`config.mk`:
```
export PLATFORM = sky130hd
export DESIGN_NAME = tvrt_top
export DESIGN_NICKNAME = d
export VERILOG_FILES = /design/src/hdl/tvrt_pkg.sv /design/src/hdl/tvrt_if.sv /design/src/hdl/tvrt_hcount.sv /design/src/hdl/tvrt_top.sv
export VERILOG_INCLUDE_DIRS = /design/src /design/src/hdl
export SDC_FILE = /design/constraint.sdc
export NUM_CORES = 1
export LEC_CHECK = 0
export ABC_AREA = 1
export BUFFER_PORTS_ARGS = -buffer_cell sky130_fd_sc_hd__buf_2
export CORE_MARGIN = 5
export CORE_UTILIZATION = 54
export DETAILED_ROUTE_END_ITERATION = 16
export PLACE_DENSITY = 0.79
export SLEW_MARGIN = 20
export SYNTH_ARGS = -nofsm -noshare
export SYNTH_HDL_FRONTEND = slang
export SYNTH_SLANG_ARGS = --single-unit
```
`constraint.sdc`:
```
create_clock -name clk_sys -period 10.79 [get_ports clk_sys]
set_input_delay 2.6975 -clock clk_sys [delete_from_list [all_inputs] [get_ports clk_sys]]
set_output_delay 2.6975 -clock clk_sys [all_outputs]
set_load 0.005 [all_outputs]
```
`src/hdl/tvrt_map.svh`:
```
`ifndef TVRT_MAP_SVH
`define TVRT_MAP_SVH
// crt index slots of the selector/data pair
`define TVRT_CRT_INDEX 8'he0
`define TVRT_CRT_DATA 8'he1
// timing bank selector values
`define TVRT_R_VCNT_LO 8'h11
`define TVRT_R_LBUF_LO 8'h12
`define TVRT_R_VOVF3 8'h13
`define TVRT_R_F1_SO 8'h14
`define TVRT_R_F1_SE 8'h15
`define TVRT_R_F1_EO 8'h16
`define TVRT_R_F1_EE 8'h17
`define TVRT_R_F1_OVF 8'h18
`define TVRT_R_F2_SO 8'h19
`define TVRT_R_F2_SE 8'h1a
`define TVRT_R_F2_EO 8'h1b
`define TVRT_R_F2_EE 8'h1c
`define TVRT_R_F2_OVF 8'h1d
`define TVRT_R_HALF 8'h1e
`define TVRT_R_SLOPE 8'h1f
`define TVRT_R_HSLV_LO 8'h20
`define TVRT_R_VSTINI 8'h21
`define TVRT_R_HCYC_LO 8'h22
`define TVRT_R_HBS_LO 8'h23
`define TVRT_R_HOVF6 8'h24
`define TVRT_R_HBE_LO 8'h25
`define TVRT_R_HBLK_LO 8'h26
`define TVRT_R_HOVF7 8'h27
`define TVRT_R_HSS_LO 8'h28
`define TVRT_R_HSSH_LO 8'h29
`define TVRT_R_HOVF8 8'h2a
`define TVRT_R_X2S_LO 8'h2b
`define TVRT_R_X2E_LO 8'h2c
`define TVRT_R_HOVF9 8'h2d
`define TVRT_R_EQE_LO 8'h2e
`define TVRT_R_EQEH_LO 8'h2f
`define TVRT_R_HOVF10 8'h30
`define TVRT_R_SPE_LO 8'h31
`define TVRT_R_SPEH_LO 8'h32
`define TVRT_R_HOVF11 8'h33
`define TVRT_R_EXE_LO 8'h34
`define TVRT_R_EXEH_LO 8'h35
`define TVRT_R_HOVF12 8'h36
// bank extent
`define TVRT_FIRST 8'h11
`define TVRT_LAST 8'h36
`define TVRT_DEPTH 38
`define TVRT_NEVENTS 9
// reset and masks
`define TVRT_RST 8'h00
`define TVRT_FULL_MASK 8'hff
`define TVRT_VST_MASK 8'h1f
// field slices
`define TVRT_PAIR0 1:0
`define TVRT_PAIR1 3:2
`define TVRT_PAIR2 5:4
`define TVRT_PAIR3 7:6
`define TVRT_NIB_LO 3:0
`define TVRT_NIB_HI 7:4
`define TVRT_SLOPE_F 5:1
`define TVRT_VST_F 4:0
// single flag bits
`define TVRT_B_ACT_SO 7
`define TVRT_B_ACT_SE 6
`define TVRT_B_ACT_EO 5
`define TVRT_B_ACT_EE 4
`define TVRT_B_VSY_O 3
`define TVRT_B_EQ1_O 2
`define TVRT_B_EQ2_O 1
`define TVRT_B_VSY_E 0
`define TVRT_B_EQ1_E 7
`define TVRT_B_EQ2_E 6
`define TVRT_B_SLV8 0
// counter constants
`define TVRT_ZERO12 12'h000
`define TVRT_ONE12 12'h001
`endif

```
`src/hdl/tvrt_pkg.sv`:
```
package tvrt_pkg;
  typedef logic [7:0] byte_t;
  typedef logic [9:0] line_t;
  typedef logic [11:0] pos_t;
endpackage : tvrt_pkg

```
`src/hdl/tvrt_if.sv`:
```
`timescale 1ns/1ps
`default_nettype none
`include "tvrt_map.svh"
// positions from the register bank to the line timer, hits back
interface tvrt_if;
  tvrt_pkg::pos_t pos_full [`TVRT_NEVENTS];
  tvrt_pkg::pos_t pos_half [`TVRT_NEVENTS];
  tvrt_pkg::pos_t cycle_count;
  logic [`TVRT_NEVENTS-1:0] hit;
  tvrt_pkg::pos_t cnt;
  logic wrap;
  modport bank (output pos_full, output pos_half, output cycle_count,
    input hit, input cnt, input wrap);
  modport timer (input pos_full, input pos_half, input cycle_count,
    output hit, output cnt, output wrap);
endinterface : tvrt_if
`default_nettype wire

```
`src/hdl/tvrt_hcount.sv`:
```
`timescale 1ns/1ps
`default_nettype none
`include "tvrt_map.svh"
module tvrt_hcount
(
  input wire logic clk_sys,
  input wire logic sys_rst,
  input wire logic pix_en,
  input wire logic half_line_sel,
  tvrt_if.timer tim
);
  tvrt_pkg::pos_t cnt_reg;
  logic at_end;
  logic wrap_reg;
  logic [`TVRT_NEVENTS-1:0] hit_reg;

  // a zero count parks the counter instead of wrapping through 4095
  assign at_end = (tim.cycle_count == `TVRT_ZERO12) ||
    (cnt_reg >= tim.cycle_count - `TVRT_ONE12);

  // pixel counter, advanced only on pixel enable
  always_ff @(posedge clk_sys)
  begin
    if (sys_rst)
      cnt_reg <= `TVRT_ZERO12;
    else if (pix_en)
      cnt_reg <= at_end ? `TVRT_ZERO12 : cnt_reg + `TVRT_ONE12;
  end

  // one-cycle line wrap marker
  always_ff @(posedge clk_sys)
  begin
    if (sys_rst)
      wrap_reg <= 1'b0;
    else
      wrap_reg <= pix_en && at_end;
  end

  // one comparator per horizontal event; half variants on half-line lines
  for (genvar i = 0; i < `TVRT_NEVENTS; i++)
  begin : g_hit
    always_ff @(posedge clk_sys)
    begin
      if (sys_rst)
        hit_reg[i] <= 1'b0;
      else
        hit_reg[i] <= pix_en && (cnt_reg ==
          (half_line_sel ? tim.pos_half[i] : tim.pos_full[i]));
    end
  end

  assign tim.cnt = cnt_reg;
  assign tim.wrap = wrap_reg;
  assign tim.hit = hit_reg;
endmodule // tvrt_hcount
`default_nettype wire

```
`src/hdl/tvrt_top.sv`:
```
`timescale 1ns/1ps
`default_nettype none
`include "tvrt_map.svh"
module tvrt_top
(
  input wire logic clk_sys,
  input wire logic sys_rst,
  input wire logic [7:0] crt_index,
  input wire logic crt_wr,
  input wire logic crt_rd,
  input wire logic [7:0] crt_wdata,
  output logic [7:0] crt_rdata,
  output logic crt_rvalid,
  input wire logic interlace_select,
  input wire logic field_even,
  input wire logic frame_two,
  input wire logic half_line_sel,
  input wire logic pix_en,
  output logic [9:0] vert_counter_init,
  output logic [9:0] line_buf_read_init,
  output logic [1:0] even_eq1_end_line_hi,
  output logic [1:0] even_eq2_end_line_hi,
  output logic [9:0] burst_line_start,
  output logic [9:0] burst_line_end,
  output logic active_start_at_line_begin,
  output logic active_end_at_line_end,
  output logic vsync_end_at_line_end,
  output logic eq1_end_at_line_end,
  output logic eq2_end_at_line_end,
  output logic [4:0] sync_expand_slope,
  output logic [8:0] hsync_level,
  output logic [4:0] vert_state_init,
  output logic [11:0] line_cycle_count,
  output logic [11:0] h_count,
  output logic line_start,
  output logic [8:0] h_event
);
  tvrt_pkg::byte_t bank [`TVRT_DEPTH];
  tvrt_pkg::byte_t sel_reg;
  logic [5:0] sel_slot;
  logic sel_in_bank;
  logic index_wr;
  logic data_wr;
  logic use_even;
  tvrt_pkg::byte_t vovf3;
  tvrt_pkg::byte_t f1_ovf;
  tvrt_pkg::byte_t f2_ovf;
  tvrt_pkg::byte_t half_flags;
  tvrt_pkg::byte_t slope_reg;
  tvrt_pkg::byte_t vst_byte;
  tvrt_pkg::byte_t hovf6;
  tvrt_pkg::byte_t hovf7;
  tvrt_pkg::byte_t hovf8;
  tvrt_pkg::byte_t hovf9;
  tvrt_pkg::byte_t hovf10;
  tvrt_pkg::byte_t hovf11;
  tvrt_pkg::byte_t hovf12;
  tvrt_pkg::line_t f1_burst_start_odd;
  tvrt_pkg::line_t f1_burst_start_even;
  tvrt_pkg::line_t f1_burst_end_odd;
  tvrt_pkg::line_t f1_burst_end_even;
  tvrt_pkg::line_t f2_burst_start_odd;
  tvrt_pkg::line_t f2_burst_start_even;
  tvrt_pkg::line_t f2_burst_end_odd;
  tvrt_pkg::line_t f2_burst_end_even;
  tvrt_pkg::pos_t line_cycle_next;
  tvrt_pkg::pos_t h_burst_start;
  tvrt_pkg::pos_t h_burst_end;
  tvrt_pkg::pos_t h_blank_end;
  tvrt_pkg::pos_t hsync_start_full;
  tvrt_pkg::pos_t hsync_start_half;
  tvrt_pkg::pos_t sync_exp2_start;
  tvrt_pkg::pos_t sync_exp2_end;
  tvrt_pkg::pos_t eq_pulse_end_full;
  tvrt_pkg::pos_t eq_pulse_end_half;
  tvrt_pkg::pos_t sync_pulse_end_full;
  tvrt_pkg::pos_t sync_pulse_end_half;
  tvrt_pkg::pos_t eq_sync_exp2_end_full;
  tvrt_pkg::pos_t eq_sync_exp2_end_half;

  tvrt_if tim_if ();

  // bank lookup by selector value; callers pass only mapped offsets
  function automatic tvrt_pkg::byte_t rg(input logic [7:0] off);
    rg = bank[6'(off - `TVRT_FIRST)];
  endfunction

  // selector/data pair decode
  assign index_wr = crt_wr && (crt_index == `TVRT_CRT_INDEX);
  assign data_wr = crt_wr && (crt_index == `TVRT_CRT_DATA);
  assign sel_in_bank = (sel_reg >= `TVRT_FIRST) && (sel_reg <= `TVRT_LAST);
  assign sel_slot = 6'(sel_reg - `TVRT_FIRST);

  // selector slot; data accesses go wherever it last pointed
  always_ff @(posedge clk_sys)
  begin
    if (sys_rst)
      sel_reg <= `TVRT_RST;
    else if (index_wr)
      sel_reg <= crt_wdata;
  end

  // one storage byte per selector value; writes outside the bank are dropped
  // an unmapped selector writes nothing, so no stray byte can alias into the bank
  for (genvar i = 0; i < `TVRT_DEPTH; i++)
  begin : g_bank
    // reserved bits are never stored, so they always read back as zero
    localparam tvrt_pkg::byte_t WMASK =
      (8'(i) + `TVRT_FIRST == `TVRT_R_VSTINI) ? `TVRT_VST_MASK : `TVRT_FULL_MASK;
    always_ff @(posedge clk_sys)
    begin
      if (sys_rst)
        bank[i] <= `TVRT_RST;
      else if (data_wr && sel_in_bank && (sel_slot == 6'(i)))
        bank[i] <= crt_wdata & WMASK;
    end
  end

  // read answer one cycle after the strobe; other crt indices answer nothing
  // the selector reads back as well, so software can save and restore it
  always_ff @(posedge clk_sys)
  begin
    if (sys_rst)
    begin
      crt_rdata <= `TVRT_RST;
      crt_rvalid <= 1'b0;
    end
    else
    begin
      crt_rvalid <= crt_rd &&
        ((crt_index == `TVRT_CRT_INDEX) || (crt_index == `TVRT_CRT_DATA));
      if (crt_rd && (crt_index == `TVRT_CRT_INDEX))
        crt_rdata <= sel_reg;
      else if (crt_rd && (crt_index == `TVRT_CRT_DATA))
        crt_rdata <= sel_in_bank ? bank[sel_slot] : `TVRT_RST;
      else
        crt_rdata <= `TVRT_RST;
    end
  end

  // shared overflow and flag bytes, then the wide values built from them;
  // a process rather than plain assigns, because an assign would not wake up
  // on bank writes that it only sees through the lookup function
  always_comb
  begin
    vovf3 = rg(`TVRT_R_VOVF3);
    f1_ovf = rg(`TVRT_R_F1_OVF);
    f2_ovf = rg(`TVRT_R_F2_OVF);
    half_flags = rg(`TVRT_R_HALF);
    slope_reg = rg(`TVRT_R_SLOPE);
    vst_byte = rg(`TVRT_R_VSTINI);
    hovf6 = rg(`TVRT_R_HOVF6);
    hovf7 = rg(`TVRT_R_HOVF7);
    hovf8 = rg(`TVRT_R_HOVF8);
    hovf9 = rg(`TVRT_R_HOVF9);
    hovf10 = rg(`TVRT_R_HOVF10);
    hovf11 = rg(`TVRT_R_HOVF11);
    hovf12 = rg(`TVRT_R_HOVF12);

    // frame 1 burst lines: overflow pair above each low byte
    f1_burst_start_odd = {f1_ovf[`TVRT_PAIR0], rg(`TVRT_R_F1_SO)};
    f1_burst_start_even = {f1_ovf[`TVRT_PAIR1], rg(`TVRT_R_F1_SE)};
    f1_burst_end_odd = {f1_ovf[`TVRT_PAIR2], rg(`TVRT_R_F1_EO)};
    f1_burst_end_even = {f1_ovf[`TVRT_PAIR3], rg(`TVRT_R_F1_EE)};

    // frame 2 burst lines, same pair order
    f2_burst_start_odd = {f2_ovf[`TVRT_PAIR0], rg(`TVRT_R_F2_SO)};
    f2_burst_start_even = {f2_ovf[`TVRT_PAIR1], rg(`TVRT_R_F2_SE)};
    f2_burst_end_odd = {f2_ovf[`TVRT_PAIR2], rg(`TVRT_R_F2_EO)};
    f2_burst_end_even = {f2_ovf[`TVRT_PAIR3], rg(`TVRT_R_F2_EE)};

    // twelve-bit horizontal positions, nibble above low byte
    line_cycle_next = {hovf6[`TVRT_NIB_LO], rg(`TVRT_R_HCYC_LO)};
    h_burst_start = {hovf6[`TVRT_NIB_HI], rg(`TVRT_R_HBS_LO)};
    // overflow6 low nibble is the cycle count, so burst end must use overflow7
    h_burst_end = {hovf7[`TVRT_NIB_LO], rg(`TVRT_R_HBE_LO)};
    h_blank_end = {hovf7[`TVRT_NIB_HI], rg(`TVRT_R_HBLK_LO)};
    hsync_start_full = {hovf8[`TVRT_NIB_LO], rg(`TVRT_R_HSS_LO)};
    hsync_start_half = {hovf8[`TVRT_NIB_HI], rg(`TVRT_R_HSSH_LO)};
    sync_exp2_start = {hovf9[`TVRT_NIB_LO], rg(`TVRT_R_X2S_LO)};
    sync_exp2_end = {hovf9[`TVRT_NIB_HI], rg(`TVRT_R_X2E_LO)};
    eq_pulse_end_full = {hovf10[`TVRT_NIB_LO], rg(`TVRT_R_EQE_LO)};
    eq_pulse_end_half = {hovf10[`TVRT_NIB_HI], rg(`TVRT_R_EQEH_LO)};
    sync_pulse_end_full = {hovf11[`TVRT_NIB_LO], rg(`TVRT_R_SPE_LO)};
    sync_pulse_end_half = {hovf11[`TVRT_NIB_HI], rg(`TVRT_R_SPEH_LO)};
    eq_sync_exp2_end_full = {hovf12[`TVRT_NIB_LO], rg(`TVRT_R_EXE_LO)};
    eq_sync_exp2_end_half = {hovf12[`TVRT_NIB_HI], rg(`TVRT_R_EXEH_LO)};
  end

  // event slots for the line timer; events without a half variant repeat the full one
  // the half column only takes effect on lines flagged by half_line_sel
  assign tim_if.cycle_count = line_cycle_next;
  assign tim_if.pos_full[0] = h_burst_start;
  assign tim_if.pos_full[1] = h_burst_end;
  assign tim_if.pos_full[2] = h_blank_end;
  assign tim_if.pos_full[3] = hsync_start_full;
  assign tim_if.pos_full[4] = sync_exp2_start;
  assign tim_if.pos_full[5] = sync_exp2_end;
  assign tim_if.pos_full[6] = eq_pulse_end_full;
  assign tim_if.pos_full[7] = sync_pulse_end_full;
  assign tim_if.pos_full[8] = eq_sync_exp2_end_full;
  assign tim_if.pos_half[0] = h_burst_start;
  assign tim_if.pos_half[1] = h_burst_end;
  assign tim_if.pos_half[2] = h_blank_end;
  assign tim_if.pos_half[3] = hsync_start_half;
  assign tim_if.pos_half[4] = sync_exp2_start;
  assign tim_if.pos_half[5] = sync_exp2_end;
  assign tim_if.pos_half[6] = eq_pulse_end_half;
  assign tim_if.pos_half[7] = sync_pulse_end_half;
  assign tim_if.pos_half[8] = eq_sync_exp2_end_half;

  // progressive scan always runs odd-line timing
  // field_even alone never picks even values, so a stale field flag is harmless
  assign use_even = interlace_select && field_even;

  // vertical set-up values staged into flops
  // staging costs a cycle of latency but keeps every data output a flop
  always_ff @(posedge clk_sys)
  begin
    if (sys_rst)
    begin
      vert_counter_init <= {`TVRT_RST, 2'h0};
      line_buf_read_init <= {`TVRT_RST, 2'h0};
      even_eq1_end_line_hi <= 2'h0;
      even_eq2_end_line_hi <= 2'h0;
      vert_state_init <= 5'h00;
    end
    else
    begin
      vert_counter_init <= {vovf3[`TVRT_PAIR2], rg(`TVRT_R_VCNT_LO)};
      line_buf_read_init <= {vovf3[`TVRT_PAIR3], rg(`TVRT_R_LBUF_LO)};
      even_eq1_end_line_hi <= vovf3[`TVRT_PAIR0];
      even_eq2_end_line_hi <= vovf3[`TVRT_PAIR1];
      vert_state_init <= vst_byte[`TVRT_VST_F];
    end
  end

  // burst line window for the current frame and field
  // frame_two picks the frame, use_even the field within it
  always_ff @(posedge clk_sys)
  begin
    if (sys_rst)
    begin
      burst_line_start <= {`TVRT_RST, 2'h0};
      burst_line_end <= {`TVRT_RST, 2'h0};
    end
    else if (frame_two)
    begin
      burst_line_start <= use_even ? f2_burst_start_even : f2_burst_start_odd;
      burst_line_end <= use_even ? f2_burst_end_even : f2_burst_end_odd;
    end
    else
    begin
      burst_line_start <= use_even ? f1_burst_start_even : f1_burst_start_odd;
      burst_line_end <= use_even ? f1_burst_end_even : f1_burst_end_odd;
    end
  end

  // half-line placement flags resolved for the current field
  always_ff @(posedge clk_sys)
  begin
    if (sys_rst)
    begin
      active_start_at_line_begin <= 1'b0;
      active_end_at_line_end <= 1'b0;
      vsync_end_at_line_end <= 1'b0;
      eq1_end_at_line_end <= 1'b0;
      eq2_end_at_line_end <= 1'b0;
    end
    else
    begin
      active_start_at_line_begin <= use_even ?
        half_flags[`TVRT_B_ACT_SE] : half_flags[`TVRT_B_ACT_SO];
      active_end_at_line_end <= use_even ?
        half_flags[`TVRT_B_ACT_EE] : half_flags[`TVRT_B_ACT_EO];
      vsync_end_at_line_end <= use_even ?
        half_flags[`TVRT_B_VSY_E] : half_flags[`TVRT_B_VSY_O];
      eq1_end_at_line_end <= use_even ?
        slope_reg[`TVRT_B_EQ1_E] : half_flags[`TVRT_B_EQ1_O];
      eq2_end_at_line_end <= use_even ?
        slope_reg[`TVRT_B_EQ2_E] : half_flags[`TVRT_B_EQ2_O];
    end
  end

  // sync shaping and line length staged into flops
  always_ff @(posedge clk_sys)
  begin
    if (sys_rst)
    begin
      sync_expand_slope <= 5'h00;
      hsync_level <= 9'h000;
      line_cycle_count <= `TVRT_ZERO12;
    end
    else
    begin
      sync_expand_slope <= slope_reg[`TVRT_SLOPE_F];
      hsync_level <= {slope_reg[`TVRT_B_SLV8], rg(`TVRT_R_HSLV_LO)};
      line_cycle_count <= line_cycle_next;
    end
  end

  // horizontal line timer
  // its comparators are flops, so h_event trails the matching count by one cycle
  tvrt_hcount tvrt_hcount_inst
  (
    .clk_sys(clk_sys),
    .sys_rst(sys_rst),
    .pix_en(pix_en),
    .half_line_sel(half_line_sel),
    .tim(tim_if.timer)
  );

  // timer results are already flops inside the timer
  // no extra stage here, so line_start rises as h_count returns to zero and h_event trails its matching count by one cycle
  assign h_count = tim_if.cnt;
  assign line_start = tim_if.wrap;
  assign h_event = tim_if.hit;
endmodule // tvrt_top
`default_nettype wire

```
==> run metrics <==
outcome finished clean; crit path time final 5.245 ns; post-synthesis sequential area ratio 54.75%; top cell type's share of synthesized area 43.33%; routability congestion estimate 0.9724; Peak Freq 0.1906 GHz; Final Util 60.36%; Pre-antenna DRT Iters 6; clk_skew 0.01578 ns; relative slew slack 24.90%; Hold Buf Count CTS 0; GRT Overall Usage 30.69%; Worst Hold Class register to register; clock buffer count from CTS 43; Remaining DRCs 0; Filler cells 3199; post-synth design cell area 0.02086 mm^2; first-pass GRT wire length 100.5 mm; Final nets 2549; Post-DP Area 0.02176 mm^2; drt total wl 66.66 mm; via count 18540; Post-synth EDFFs 301; dominant cell type by area after synthesis edfxtp_1; CTS H-tree depth 2; Mean Syn Cell Area 8.490 um^2; CP Cell Sequence buf_2, nor3_2, nand3_1, inv_1, nand4_1, nor2_1, inv_1, o21ai_0; Worst path most repeated cell inv_1; Crit Path Category primary input to register; setup TNS 0 ns; Peak VDD IR 105.9 uV; core area 0.03847 mm^2; RSZ-0062 raised after global routing no; Clock Sinks 420; cell row count 72; Area contributors post-synth edfxtp_1 (43%), dfxtp_1 (11%), nand2_1 (8.5%); die height 206.5 um; Cell Count, Final, Fillers Out 3057; post-CTS setup buffer count 0; final worst path period share 48.61%; Worst Path Max Fanout 8; post-CTS resize count 0; type of origin of the critical path primary input; n_diodes 0; max reg flops 301; Critical Path Sink Type register; CP max stage delay 0.92 ns; Top FF cell, synth edfxtp_1; Vias per Instance 6.065; max cap viols 0; io pins 136; Final setup viols 0; largest net degree at the start of global routing 90; CP max-delay cell o21ai_0; Die ar. 0.04266 mm^2; Synth Register Bits 420; final hold vios 0; Worst Tran Pin Value 1.125 ns; CP Buf/Inv Count 3; cell area after layout 0.02322 mm^2; WP data required 10.99 ns; Worst-Skew Late Latency 0.59 ns; cell family with most CP delay simple AND/OR/NAND/NOR gates; Cell variety after synth 41; vias in the first global route 17571; Worst-path clk slew 0.06 ns; CTS tree done; Mapped Nets 2502; Port Buf Inserts 135; dpl cells 2977; synth warn 0; Starting Density 54.23%; Longest Clk Path Bufs 3; DP HPWL 43.29 mm; layout cells sized above 1 11.15%; pwr dens 154.0 mW/mm^2; root buffer cell clkbuf_16; Data arrival, critical path 5.44 ns; final-report max-slew violation count 0; Leak 0.009901 uW; Final ANT Viol Nets 0; ys async rst share 0%; remaining global-route overflow 0; drt first-iter violations 3118; chip width 206.5 um; Gate Count Post-Synth 2457; Routed wire per std cell 21.81 um; synth-to-layout area growth 11.30%; initial antenna violation count 2
[path summary, 6_finish.rpt]
check	start	endpoint	slack, ns	cells past startpoint
worst min register to register	bank[15][2]$_SDFFCE_PN0P_	hsync_level[2]$_SDFF_PP0_	0.46	2
worst max-delay path	crt_index[4]	bank[5][0]$_SDFFCE_PN0P_	5.54	8
worst max register to register	sel_reg[0]$_SDFFE_PP0P_	bank[5][0]$_SDFFCE_PN0P_	5.96	11
worst min-delay path	bank[15][2]$_SDFFCE_PN0P_	hsync_level[2]$_SDFF_PP0_	0.46	2
[through the flow]
step | hold WS [ns] | total power (uW) | setup slack, ns
finish | 0.4641 | 3576 | 5.545
global route | 0.4909 | 3668 | 5.415
CTS | 0.4618 | 3573 | 5.653
detailed placement | 0.4507 | 2065 | 4.996
global placement | 0.4551 | 2058 | 5.190
floorplan | 0.4335 | 1972 | 5.917
[placed cells by master, fill, tap and decap left out, types with 4 or more instances in the layout]
cell type and count:
clkbuf_8 9, nand4_1 19, clkbuf_16 43, dfxtp_1 118, clkbuf_1 5, ha_1 19
o21ai_0 197, edfxtp_1 301, mux2i_1 8, nand3_1 131, nor3_1 13, nor2_1 468
o211ai_1 14, a22o_1 4, xnor2_1 17, nand2_1 474, xor2_1 43, nand4_2 11
nand4_4 5, nor2_2 5, nor4_1 9, clkinv_2 12, a21oi_1 168, o21ai_1 7
inv_1 192, inv_2 12, a221oi_1 15, o22ai_1 25, buf_2 135, buf_4 24
[worst register-to-register path, delay by kind of cell (launching register included)]
kind	cells	cell delay, ns
AO/OA/AOI/OAI	1	0.92
AND/OR/NAND/NOR	5	1.24
buffers and inverters	5	1.72
flip-flops	1	0.56
[where the power goes]
group	internal, uW	leakage [uW]	switching, uW
logic	63.2	0.00509	170
registers	1780	0.00408	30.0
clock network	878	0.000732	658
[routing by layer]
layer	vias to the layer above	GRT usage, %	part of all wire [%]
met5	-	0	0.036
met4	4	14.28	5.4
met3	278	7.264	15
met2	1440	46.66	43
met1	8555	42.00	37
li1	8263	-	-
[cell type report]
type                       count  area [um^2]  share of cell area, %
clock buffer                  57         1219                  5.249
clock inverter                23        236.5                  1.019
inverter                     207        777.0                  3.347
multi-input combinational   1673         8056                  34.70
sequential                   420        11420                  49.21
tap                          518        648.1                  2.792
timing repair buffer         159        855.8                  3.686
[cells in the mapped netlist, types with 3 or more instances]
cell type	n
inv_2	11
a21oi_1	168
nor2_4	3
a221oi_1	15
or2_2	3
mux2i_1	8
nand4_4	5
xnor2_1	18
nand4_2	11
buf_4	4
clkbuf_1	122
o21ai_0	200
edfxtp_1	301
inv_1	192
nor2_2	5
nor3_1	13
a22o_1	4
clkinv_1	4
buf_2	15
dfxtp_1	119
o22ai_1	25
nand3_1	131
xor2_1	44
o211ai_1	14
nor2_1	468
nand2_1	474
nor4_1	9
ha_1	20
o21ai_1	4
buf_1	16
nand4_1	19
[cells by family (layout without fill, tap and decap cells)]
group / count (synthesis) / in the layout / share of synthesized area [%]
multiplexers: 9 / 9 / 0.4379
buffers and inverters: 364 / 446 / 6.712
XOR/XNOR: 62 / 62 / 2.603
AO/OA/AOI/OAI: 434 / 434 / 11.13
adder cells (fa/ha/maj): 20 / 20 / 1.200
flip-flops: 420 / 420 / 54.75
AND/OR/NAND/NOR: 1148 / 1148 / 23.17
Note: power is estimated with default switching activity, not from simulation.
